### config.mk
export PLATFORM = sky130hd
export DESIGN_NAME = mtoi_integrator
export DESIGN_NICKNAME = d
export VERILOG_FILES = /design/src/include/mtoi_pkg.sv /design/src/mtoi_integrator.sv
export VERILOG_INCLUDE_DIRS = /design/src /design/src/include
export SDC_FILE = /design/constraint.sdc
export NUM_CORES = 1
export LEC_CHECK = 0
export BUFFER_PORTS_ARGS = -buffer_cell sky130_fd_sc_hd__buf_4
export CAP_MARGIN = 10
export CORE_MARGIN = 2
export CORE_UTILIZATION = 55
export DETAILED_ROUTE_END_ITERATION = 8
export PLACE_DENSITY = 0.73
export SYNTH_ARGS = -nofsm -noshare
export SYNTH_HDL_FRONTEND = slang
export SYNTH_SLANG_ARGS = --single-unit
### constraint.sdc
create_clock -name clk_sys_in -period 28.7 [get_ports clk_sys_in]
set_clock_uncertainty 0.1 [all_clocks]
set_input_delay 5.74 -clock clk_sys_in [delete_from_list [all_inputs] [get_ports clk_sys_in]]
set_output_delay 5.74 -clock clk_sys_in [all_outputs]
set_load 0.05 [all_outputs]
### src/include/mtoi_params.svh
// Constants for the motor thermal overload integrator
`ifndef MTOI_PARAMS_SVH
`define MTOI_PARAMS_SVH
`define MTOI_OFS_LEVEL1 8'h00
`define MTOI_OFS_LEVEL2 8'h04
`define MTOI_OFS_LEVEL3 8'h08
`define MTOI_OFS_CURVE1 8'h0c
`define MTOI_OFS_CURVE2 8'h10
`define MTOI_OFS_CURVE3 8'h14
`define MTOI_OFS_FPT1 8'h18
`define MTOI_OFS_FPT2 8'h1c
`define MTOI_OFS_FPT3 8'h20
`define MTOI_OFS_IPT1 8'h24
`define MTOI_OFS_IPT2 8'h28
`define MTOI_OFS_IPT3 8'h2c
`define MTOI_OFS_WARN 8'h30
`define MTOI_OFS_TERM1 8'h34
`define MTOI_OFS_STATUS 8'h4c
`define MTOI_OFS_CLEAR 8'h50
`define MTOI_OFS_ENABLE 8'h54
`define MTOI_OFS_STATE 8'h58
`define MTOI_RATED_CURRENT 16'h1770
`define MTOI_LEVEL_MIN 16'h04b0
`define MTOI_FREQ_MAX 16'h0fa0
`define MTOI_FREQ_MAX_LARGE 16'h04b0
`define MTOI_BASE_FREQ 16'h0258
`define MTOI_WARN_MAX 8'h64
`define MTOI_THM_FUNC 8'h0d
`define MTOI_TRIP_CODE 8'h05
`define MTOI_ACC_FULL 24'h800000
`define MTOI_ACC_DECAY 24'h000010
`define MTOI_FACT_LOW 9'h09a
`define MTOI_FACT_MID 9'h0cd
`define MTOI_FACT_FULL 9'h100
`define MTOI_CTRL_PERIOD_US 1000
`define MTOI_CLK_MHZ 200
`endif

### src/include/mtoi_pkg.sv
// Types for the motor thermal overload integrator
package mtoi_pkg;
    typedef enum logic [1:0]
    {
        MTOI_CURVE_REDUCED = 2'h0,
        MTOI_CURVE_CONSTANT = 2'h1,
        MTOI_CURVE_FREE = 2'h2
    } mtoi_curve_t;
    typedef enum logic [1:0]
    {
        MTOI_ST_IDLE = 2'h0,
        MTOI_ST_RUN = 2'h1,
        MTOI_ST_TRIP = 2'h3
    } mtoi_state_t;
    typedef logic [15:0] mtoi_amps_t;
endpackage

### src/mtoi_integrator.sv
// Motor thermal overload integrator with Avalon-MM register slave
//
// The implementer's own choices: the address map and the Avalon-MM slave port.
`timescale 1ns/1ps
`default_nettype none
`include "mtoi_params.svh"
// Function
// - Thermal level clamped to 0.2..1.0 rated
// - Three motor setting sets, selected by input
// - Curve code 00 reduced, 01 constant, 02 free
// - Threshold from level and output frequency
// - Reduced torque scales level down slowly
// - Three breakpoint frequencies, 0..400 or 0..120 Hz
// - Breakpoint currents to rated; zero disables protection
// - Trip when integrated value reaches limit
// - Warning threshold 0..100 percent, 0 disables
// - Warning when integral percentage reaches threshold
// - Full scale is trip, reported with overload code
// - Warning to terminals whose function is 13
module mtoi_integrator #(
    parameter int CTRL_PERIOD_CYCLES = `MTOI_CTRL_PERIOD_US * `MTOI_CLK_MHZ,
    parameter bit LARGE_RATING = 1'b0
) (
    input wire logic clk_sys_in,
    input wire logic reset_in,
    input wire logic clk_en_in,
    input wire logic [4:0] avs_address_in,
    input wire logic avs_read_in,
    input wire logic avs_write_in,
    input wire logic [31:0] avs_writedata_in,
    output logic [31:0] avs_readdata_out,
    output logic avs_waitrequest_out,
    input wire mtoi_pkg::mtoi_amps_t current_in,
    input wire logic [15:0] freq_in,
    input wire logic [1:0] motor_select_in,
    output logic [4:0] terminal_out,
    output logic relay_out,
    output logic thermal_warning_output_out,
    output logic overload_trip_out,
    output logic [7:0] trip_code_out,
    output logic irq_out
);
    import mtoi_pkg::*;

    mtoi_amps_t level [3];
    mtoi_curve_t curve [3];
    logic [15:0] fpt [3];
    mtoi_amps_t ipt [3];
    logic [7:0] term_func [6];
    logic [7:0] thermal_warning_threshold;
    logic [1:0] irq_status;
    logic [1:0] irq_enable;
    logic [23:0] acc;
    mtoi_state_t state;
    logic ack;
    logic [31:0] period_cnt;

    wire [7:0] byte_addr = {1'b0, avs_address_in, 2'b00};
    wire bus_req = avs_read_in | avs_write_in;
    wire wr_stb = avs_write_in & ack & clk_en_in;
    wire rd_stb = avs_read_in & ~ack & clk_en_in;
    wire [15:0] wdata16 = avs_writedata_in[15:0];
    wire [15:0] freq_max = LARGE_RATING ? `MTOI_FREQ_MAX_LARGE : `MTOI_FREQ_MAX;
    wire [15:0] lvl_clamped = (wdata16 < `MTOI_LEVEL_MIN) ? `MTOI_LEVEL_MIN :
        (wdata16 > `MTOI_RATED_CURRENT) ? `MTOI_RATED_CURRENT : wdata16;
    wire [15:0] fpt_clamped = (wdata16 > freq_max) ? freq_max : wdata16;
    wire [15:0] ipt_clamped = (wdata16 > `MTOI_RATED_CURRENT) ?
        `MTOI_RATED_CURRENT : wdata16;
    wire [7:0] warn_clamped = (avs_writedata_in[7:0] > `MTOI_WARN_MAX) ?
        `MTOI_WARN_MAX : avs_writedata_in[7:0];
    wire curve_ok = (avs_writedata_in[1:0] != 2'h3);

    // Setting set of the selected motor
    wire [1:0] msel = (motor_select_in == 2'h3) ? 2'h0 : motor_select_in;
    wire [15:0] sel_level = level[msel];
    wire mtoi_curve_t sel_curve = curve[msel];

    // Reduced-torque factor in 1/256 steps
    wire [17:0] f_x3 = {2'b00, freq_in} + {1'b0, freq_in, 1'b0};
    wire [8:0] rt_factor = (f_x3 < {2'b00, `MTOI_BASE_FREQ}) ? `MTOI_FACT_LOW :
        (f_x3 < {1'b0, `MTOI_BASE_FREQ, 1'b0}) ? `MTOI_FACT_MID : `MTOI_FACT_FULL;
    wire [24:0] rt_prod = sel_level * rt_factor;
    wire [15:0] rt_thr = rt_prod[23:8];

    // Free curve: current of breakpoint 1 or 2 if the frequency is at or below it, else of breakpoint 3
    wire [15:0] free_thr = (freq_in <= fpt[0]) ? ipt[0] :
        (freq_in <= fpt[1]) ? ipt[1] : ipt[2];
    wire free_off = (ipt[0] == 16'h0000) | (ipt[1] == 16'h0000) |
        (ipt[2] == 16'h0000);
    wire prot_off = (sel_curve == MTOI_CURVE_FREE) & free_off;

    wire [15:0] eff_thr = (sel_curve == MTOI_CURVE_REDUCED) ? rt_thr :
        (sel_curve == MTOI_CURVE_FREE) ? free_thr : sel_level;

    wire tick = (period_cnt == 32'(CTRL_PERIOD_CYCLES - 1)) & clk_en_in;
    wire over = (current_in > eff_thr) & ~prot_off;
    wire [24:0] acc_up = {1'b0, acc} + {9'h000, current_in - eff_thr};
    wire [23:0] acc_up_sat = (acc_up >= {1'b0, `MTOI_ACC_FULL}) ?
        `MTOI_ACC_FULL : acc_up[23:0];
    wire [23:0] acc_dn = (acc > `MTOI_ACC_DECAY) ? acc - `MTOI_ACC_DECAY : 24'h000000;
    wire [23:0] next_acc = over ? acc_up_sat : acc_dn;
    wire trip_now = (acc >= `MTOI_ACC_FULL);
    wire [31:0] acc_pct = acc * 8'h64;
    wire [31:0] warn_lim = thermal_warning_threshold * `MTOI_ACC_FULL;
    wire warn_now = (thermal_warning_threshold != 8'h00) & (acc_pct >= warn_lim);
    wire clr_wr = wr_stb & (byte_addr == `MTOI_OFS_CLEAR);

    always_ff @(posedge clk_sys_in or posedge reset_in)
    begin
        if (reset_in)
            period_cnt <= 32'h00000000;
        else if (clk_en_in)
            period_cnt <= tick ? 32'h00000000 : period_cnt + 32'h00000001;
    end

    always_ff @(posedge clk_sys_in or posedge reset_in)
    begin
        if (reset_in)
        begin
            acc <= 24'h000000;
            state <= MTOI_ST_IDLE;
        end
        else if (clk_en_in)
        begin
            case (state)
                MTOI_ST_IDLE:
                begin
                    if (tick)
                        state <= MTOI_ST_RUN;
                end
                MTOI_ST_RUN:
                begin
                    if (trip_now)
                        state <= MTOI_ST_TRIP;
                    else if (tick)
                        acc <= next_acc;
                end
                MTOI_ST_TRIP:
                begin
                    if (clr_wr & avs_writedata_in[0])
                    begin
                        acc <= 24'h000000;
                        state <= MTOI_ST_IDLE;
                    end
                end
                default:
                    state <= MTOI_ST_IDLE;
            endcase
        end
    end

    wire tripped = (state == MTOI_ST_TRIP);
    wire [1:0] events = {warn_now, tripped};

    // Register writes
    genvar gi;
    generate
        for (gi = 0; gi < 3; gi++)
        begin : g_motor
            wire [7:0] a_lvl = `MTOI_OFS_LEVEL1 + 8'(4 * gi);
            wire [7:0] a_crv = `MTOI_OFS_CURVE1 + 8'(4 * gi);
            wire [7:0] a_fpt = `MTOI_OFS_FPT1 + 8'(4 * gi);
            wire [7:0] a_ipt = `MTOI_OFS_IPT1 + 8'(4 * gi);
            always_ff @(posedge clk_sys_in or posedge reset_in)
            begin
                if (reset_in)
                begin
                    level[gi] <= `MTOI_RATED_CURRENT;
                    curve[gi] <= MTOI_CURVE_REDUCED;
                    fpt[gi] <= 16'h0000;
                    ipt[gi] <= `MTOI_RATED_CURRENT;
                end
                else if (wr_stb)
                begin
                    if (byte_addr == a_lvl)
                        level[gi] <= lvl_clamped;
                    if ((byte_addr == a_crv) & curve_ok)
                        curve[gi] <= mtoi_curve_t'(avs_writedata_in[1:0]);
                    if (byte_addr == a_fpt)
                        fpt[gi] <= fpt_clamped;
                    if (byte_addr == a_ipt)
                        ipt[gi] <= ipt_clamped;
                end
            end
        end
        for (gi = 0; gi < 6; gi++)
        begin : g_term
            wire [7:0] a_term = `MTOI_OFS_TERM1 + 8'(4 * gi);
            always_ff @(posedge clk_sys_in or posedge reset_in)
            begin
                if (reset_in)
                    term_func[gi] <= 8'h00;
                else if (wr_stb & (byte_addr == a_term))
                    term_func[gi] <= avs_writedata_in[7:0];
            end
        end
    endgenerate

    always_ff @(posedge clk_sys_in or posedge reset_in)
    begin
        if (reset_in)
        begin
            thermal_warning_threshold <= 8'h00;
            irq_enable <= 2'h0;
            irq_status <= 2'h0;
        end
        else if (clk_en_in)
        begin
            if (wr_stb & (byte_addr == `MTOI_OFS_WARN))
                thermal_warning_threshold <= warn_clamped;
            if (wr_stb & (byte_addr == `MTOI_OFS_ENABLE))
                irq_enable <= avs_writedata_in[1:0];
            irq_status <= (irq_status & ~(clr_wr ? avs_writedata_in[1:0] : 2'h0)) | events;
        end
    end

    // Read mux
    wire [3:0] ridx = 4'(avs_address_in);
    wire [31:0] rd_data =
        (byte_addr <= `MTOI_OFS_LEVEL3) ? {16'h0000, level[ridx[1:0]]} :
        (byte_addr <= `MTOI_OFS_CURVE3) ? {30'h0, curve[2'(ridx - 4'h3)]} :
        (byte_addr <= `MTOI_OFS_FPT3) ? {16'h0000, fpt[2'(ridx - 4'h6)]} :
        (byte_addr <= `MTOI_OFS_IPT3) ? {16'h0000, ipt[2'(ridx - 4'h9)]} :
        (byte_addr == `MTOI_OFS_WARN) ? {24'h000000, thermal_warning_threshold} :
        (byte_addr < `MTOI_OFS_STATUS) ?
            {24'h000000, term_func[3'(avs_address_in - 5'h0d)]} :
        (byte_addr == `MTOI_OFS_STATUS) ? {30'h0, irq_status} :
        (byte_addr == `MTOI_OFS_ENABLE) ? {30'h0, irq_enable} :
        (byte_addr == `MTOI_OFS_STATE) ? {trip_code_out, acc} : 32'h00000000;

    always_ff @(posedge clk_sys_in or posedge reset_in)
    begin
        if (reset_in)
        begin
            ack <= 1'b0;
            avs_readdata_out <= 32'h00000000;
        end
        else if (clk_en_in)
        begin
            ack <= bus_req & ~ack;
            if (rd_stb)
                avs_readdata_out <= rd_data;
        end
    end

    assign avs_waitrequest_out = bus_req & (~ack | ~clk_en_in);

    // Outputs
    always_ff @(posedge clk_sys_in or posedge reset_in)
    begin
        if (reset_in)
        begin
            thermal_warning_output_out <= 1'b0;
            overload_trip_out <= 1'b0;
            trip_code_out <= 8'h00;
        end
        else if (clk_en_in)
        begin
            thermal_warning_output_out <= warn_now;
            overload_trip_out <= tripped;
            trip_code_out <= tripped ? `MTOI_TRIP_CODE : 8'h00;
        end
    end

    generate
        for (gi = 0; gi < 5; gi++)
        begin : g_tout
            assign terminal_out[gi] = thermal_warning_output_out &
                (term_func[gi] == `MTOI_THM_FUNC);
        end
    endgenerate
    assign relay_out = thermal_warning_output_out & (term_func[5] == `MTOI_THM_FUNC);
    assign irq_out = |(irq_status & irq_enable);
endmodule
`default_nettype wire

# Word-level counts from Yosys, hierarchy flattened
# Index checks and enable logic that the tools add are counted.
[classes]
multipliers = 2
addsub = 9
n_reduce_logical = 26
n_lt_le_gt_ge = 24
n_bitwise = 46
eq_ne = 39
n_mux = 55
[ops]
columns = ["cell", "n"]
rows = [
  ["32-bit 2-to-1 mux", 10],
  ["16-bit 2-to-1 mux", 15],
  ["24-bit 2-to-1 mux", 6],
  ["16-bit binary-select mux with 2-bit select", 4],
  ["8-bit by 4-bit equality test with 1-bit output (second input constant)", 6],
  ["16-bit zero test", 3],
  ["24-bit case mux with 2 select lines", 1],
  ["5-bit by 4-bit equality test with 1-bit output (second input constant)", 8],
  ["5-bit equality test (second input constant)", 7],
  ["32-bit by 1-bit adder with 32-bit output (second input constant)", 1],
  ["32-bit by 18-bit equality test with 1-bit output (second input constant)", 1],
  ["16-bit less-or-equal comparator", 2],
  ["31-bit >= comparator", 1],
  ["2-bit AND reduction", 15],
  ["1-bit AND", 29],
  ["24-bit by 5-bit multiplier with 29-bit output (second input constant)", 1],
  ["24-bit by 16-bit adder with 25-bit output", 1],
  ["25-bit by 24-bit >= comparator with 1-bit output (second input constant)", 1],
  ["8-bit binary-select mux with 3-bit select", 1],
  ["24-bit >= comparator (second input constant)", 1],
  ["24-bit by 5-bit greater-than comparator with 1-bit output (second input constant)", 1],
  ["16-bit by 9-bit multiplier with 24-bit output", 1],
  ["8-bit 2-to-1 mux", 3],
  ["24-bit by 5-bit subtractor with 24-bit output (second input constant)", 1],
  ["44 further kinds", 81],
]
[totals]
output_inout_bits = 50
word_cells = 230
register_bits = 311
inputBits = 76

# Longest topological paths before layout
[logic_depth]
ltp_word = 17
mapped_depth = 48

# Worst setup path before layout
# Ideal clock, no wire load.
[synth_path]
kind = "in2reg"
startpoint = "input port freq_in[2]"
endpoint = "register acc[17]"
stages = 41
arrival_time_ns = 15.785
n_path_buf = 1
setup_slack_ns = 12.737
setup_ns = 0.077
required_ns = 28.523
path_cell_list = "ha_1 -> a21oi_2 -> a21oi_1 -> o31a_1 -> o31a_1 -> a211o_1 -> a2111oi_4 -> nand4_4 -> buf_6 -> or2_1 -> nor2_1 -> fa_1 -> fa_1 -> fa_1 -> inv_1 -> fa_1 -> inv_1 -> ha_1 -> [5 not listed] -> o21bai_1 -> a21oi_1 -> mux2i_1 -> o21ai_0 -> ha_1 -> nand2_1 -> o41ai_1 -> xor2_1 -> ha_1 -> and3_1 -> and3_1 -> a211o_1 -> o21ai_0 -> a211oi_1 -> nor4_4 -> nand3_2 -> o221a_2 -> a21oi_1"
[synth_between]
elab_chain_cells = 14
word_cells_on_any_way = 22
classes_between = "3 x add/sub; 1 x mul; 6 x order compare; 11 x mux; 1 x bitwise"
[synth_lines]
columns = ["element", "line", "text"]
rows = [
  ["from (decl)", "mtoi_integrator.sv:34", "input wire logic [15:0] freq_in,"],
  ["16-bit by 17-bit adder with 18-bit output", "mtoi_integrator.sv:79", "wire [17:0] f_x3 = {2'b00, freq_in} + {1'b0, freq_in, 1'b0};"],
  ["18-bit by 11-bit less-than comparator with 1-bit output", "mtoi_integrator.sv:81", "(f_x3 < {1'b0, `MTOI_BASE_FREQ, 1'b0}) ? `MTOI_FACT_MID : `MTOI_FACT_FULL;"],
  ["9-bit 2-to-1 mux (no source line) (2 in series)", "--", ""],
  ["16-bit by 9-bit multiplier with 24-bit output", "mtoi_integrator.sv:82", "wire [24:0] rt_prod = sel_level * rt_factor;"],
  ["16-bit 2-to-1 mux *", "mtoi_integrator.sv:92", "wire [15:0] eff_thr = (sel_curve == MTOI_CURVE_REDUCED) ? rt_thr :"],
  ["16-bit subtractor", "mtoi_integrator.sv:97", "wire [24:0] acc_up = {1'b0, acc} + {9'h000, current_in - eff_thr};"],
  ["24-bit by 16-bit adder with 25-bit output", "mtoi_integrator.sv:97", ""],
  ["25-bit by 24-bit >= comparator with 1-bit output", "mtoi_integrator.sv:98", "wire [23:0] acc_up_sat = (acc_up >= {1'b0, `MTOI_ACC_FULL}) ?"],
  ["24-bit 2-to-1 mux", "mtoi_integrator.sv:98", ""],
  ["24-bit 2-to-1 mux *", "mtoi_integrator.sv:101", "wire [23:0] next_acc = over ? acc_up_sat : acc_dn;"],
  ["24-bit 2-to-1 mux *", "mtoi_integrator.sv:135", "else if (tick)"],
  ["24-bit 2-to-1 mux *", "mtoi_integrator.sv:133", "if (trip_now)"],
  ["24-bit case mux with 2 select lines *", "mtoi_integrator.sv:125", "case (state)"],
  ["to (signal assigned)", "mtoi_integrator.sv:136", "acc <= next_acc;"],
  ["to (decl)", "mtoi_integrator.sv:53", "logic [23:0] acc;"],
]
# Mark *: on every way between the ends. The rest lies on a longest branch, timed or not. The select of a mux whose other input is x is not followed.
# A chain may end at the register's enable or synchronous reset.

# Worst setup path in the final report
# Same ends and word-level chain as after synthesis.

==> impl_results.md <==
* Sequential share of the synthesized area at 0.294
* Post-cts resize count at 0
* Worst VDD drop at 63.8 uV
* Ys flop type: dfrtp_1
* Critical path endpoint category: flip-flop
* Vias in the first global route at 21100
* Post-synthesis compound-gate area fraction at 0.166
* Status: finished clean
* Crit path max fanout at 36
* Worst min path class: flip-flop to flip-flop
* CP max stage delay at 0.62 ns
* Fillers at 3940
* Syn avg cell area at 8.91 um2
* Final setup viols at 0
* Area Growth Syn to Fin at 10.0%
* Largest family of logic cells by synthesized area: adder cells
* CP required at 29.08 ns
* Setup Buffers After CTS at 0
* Die W at 219 um
* Placed insts at 3459
* Starting Density at 0.558
* Core Area at 45500 um2
* Multi-input logic area at 16300 um2
* CTS clk-pin slew, worst paths at 0.06 ns
* CP most frequent cell: a21oi_1
* Num CTS Buffers at 36
* Clk root buf: clkbuf_16
* Period utilisation layout at 0.615
* Worst Hold Depth at 2
* H-tree depth at 2
* Min-Delay Endpoint: fpt[11]
* Asr flop ratio synth at 1.00
* Syn. warnings at 0
* Static Leak at 13.7 nW
* Synthesized area at 25400 um2
* CP Data Arrival Time at 18.03 ns
* Gpl congestion at 0.981
* Slew @ Worst Pin at 1.32 ns
* Total gr overflow at 0
* TNS Setup at 0 ns
* Sink Count at 296
* DP Worst Slack at 10.66 ns
* Flop-to-flop setup slack at 18.36 ns
* Via count at 21700
* Xor and xnor area share after synthesis at 0.0325
* Die height at 219 um
* Final net count at 3331
* RSZ-0062 raised after global routing: false
* Yosys cell types at 89
* FF-to-FF End: acc[17]
* Max_slew headroom at 0.115
* Die area at 47800 um2
* Row count at 78
* Finished Layout Cells at 3530
* Drt pass-1 iters at 6
* Register-to-Register Path Depth at 35
* Final WL at 73100 um
* WP buf/inv at 3
* First-pass GRT wire length at 116000 um
* Max-Cap Viols at 0
* # IOs at 126
* Clock Tree Buf Depth at 3
* Initial antenna violation count at 1
* ANT nets after route at 0
* Fmax achieved at 56.6 MHz
* Largest net degree at the start of global routing at 196
* Synth Instances at 2845
* HPWL Detailed at 55300 um
* Post-synthesis mux area share at 0.0748
* Post-DR wirelength/cell at 20.7 um
* Final core utilization at 0.614
* # DRC at 0
* Post-synthesis simple-gate area fraction at 0.163
* Register area at 7460 um2
* Vias per Instance at 6.15
* Worst-skew pair later-pin latency at 0.56 ns
* Startpoint types: input port
* Setup ws final at 11.04 ns
* Final Max Tran Viols at 0
* I/O Buffers at 97
* Hold Crit Start: fpt[11]
* Crit path kind: input port to flip-flop
* Synth Area in Adders at 0.205
* GRT Resource Usage Total at 0.308
* Fin crit period at 17.66 ns
* Reg2reg start: level[33]
* Cell family with most CP delay: compound AO/OA/AOI/OAI gates
* Initial DRC count at 2005
* Slowest cell on the critical path: o41ai_1
* Hold_buf cts at 0
* Share of post-route cells with drive strength above 1 at 0.122
* EDFF count, synth at 0
* #FFs+latches synth at 296
* CTS tree: done
* Final Hold Viols at 0
* Pwr dens at 49.7 nW/um2
## worst max path at each step
stage	slack, ns	depth (start not counted)	end	startpoint
2_1_floorplan	12.74	41	acc[17]	freq_in[2]
3_3_place_gp	10.81	41	acc[17]	freq_in[2]
3_5_place_dp	10.66	41	acc[17]	freq_in[2]
4_1_cts	11.16	41	acc[17]	freq_in[2]
5_1_grt	10.21	41	acc[17]	freq_in[2]
6_report	11.04	41	acc[17]	freq_in[2]
## worst reg2reg max path, delay by kind of cell (launching register included)
| kind | cells | cell delay (ns) |
|---|---|---|
| AOI/OAI and AO/OA | 12 | 3.74 |
| adders and majority gates | 7 | 3.25 |
| and+or+nand+nor | 10 | 2.22 |
| DFF | 1 | 0.39 |
| xor gates and xnor gates | 2 | 0.33 |
| buffers and inverters | 4 | 0.24 |
## per-stage QoR
| step | total power [mW] | hold WS, ns | area (um2) |
|---|---|---|---|
| floorplan | 0.777 | 0.346 | 25400 |
| global placement | 0.884 | 0.358 | 26600 |
| detailed placement | 0.894 | 0.370 | 26600 |
| CTS | 1.39 | 0.381 | 27900 |
| global route | 1.45 | 0.395 | 27900 |
| finish | 1.39 | 0.379 | 27900 |
## cells in the final DEF, fill, tap and decap left out, types with 24 or more instances in the layout
| cell | synthesis | routed |
|---|---|---|
| nor4_1 | 28 | 26 |
| dfstp_2 | 42 | 42 |
| buf_4 | 15 | 125 |
| nor3_1 | 39 | 39 |
| or3_1 | 25 | 25 |
| and3_1 | 29 | 29 |
| a22oi_1 | 24 | 24 |
| nor2_1 | 207 | 207 |
| fa_1 | 102 | 102 |
| inv_1 | 292 | 291 |
| o21ai_0 | 229 | 229 |
| clkbuf_16 | 0 | 37 |
| nand3_1 | 58 | 58 |
| a21o_1 | 24 | 24 |
| nand4_1 | 25 | 25 |
| and2_1 | 38 | 38 |
| dfrtp_1 | 254 | 254 |
| mux2_2 | 84 | 84 |
| mux2i_1 | 77 | 77 |
| xor2_1 | 32 | 32 |
| nand2_1 | 290 | 290 |
| ha_1 | 253 | 253 |
| a21oi_1 | 144 | 144 |
| xnor2_1 | 62 | 62 |
## final cells by class
type | count | area share
timing repair buffer | 129 | 0.0354
clock inverter | 9 | 0.00659
antenna | 2 | 0.000179
clock buffer | 57 | 0.0387
multi-input combinational | 2143 | 0.585
sequential | 296 | 0.267
tap | 600 | 0.0269
inverter | 294 | 0.0398
## sequential cells by signal, summed over array words and instances (netlist names), 2 cells and up
signal	cells
thermal_warning_threshold	8
level	48
period_cnt	32
irq_enable	2
curve	6
irq_status	2
fpt	48
ipt	48
acc	24
state	2
avs_readdata_out	25
term_func	48
## layer usage
metal	routed length [um]	up-vias	GRT usage
met5	0	-	0
met4	2220	0	0.102
met3	5500	147	0.0412
met2	33900	862	0.498
met1	31400	10700	0.429
li1	-	10000	-
## where the power goes
group	internal, mW	total [mW]	switching, mW
combinational	0.150	0.395	0.245
clock	0.298	0.490	0.192
sequential	0.466	0.501	0.0344
total	0.914	1.39	0.472
## synth_stat cells (28+ instances only)
cell type | count | area [um2]
a21oi_1 | 144 | 721
and2_1 | 38 | 238
and3_1 | 29 | 181
clkbuf_1 | 95 | 357
dfrtp_1 | 254 | 6360
dfstp_2 | 42 | 1100
fa_1 | 102 | 2040
ha_1 | 253 | 3170
inv_1 | 292 | 1100
mux2_2 | 84 | 946
mux2i_1 | 77 | 771
nand2_1 | 290 | 1090
nand3_1 | 58 | 290
nor2_1 | 207 | 777
nor3_1 | 39 | 195
nor4_1 | 28 | 175
o21ai_0 | 229 | 1150
xnor2_1 | 62 | 543
xor2_1 | 32 | 280
## cells by family after synthesis
kind of cell / count (synthesis)
flops: 296
mux: 169
compound gates: 661
xor+xnor: 94
other cells: 1
simple gates: 852
fa+ha+maj: 355
buf+inv: 417
Power figures use the tool's default switching activity.
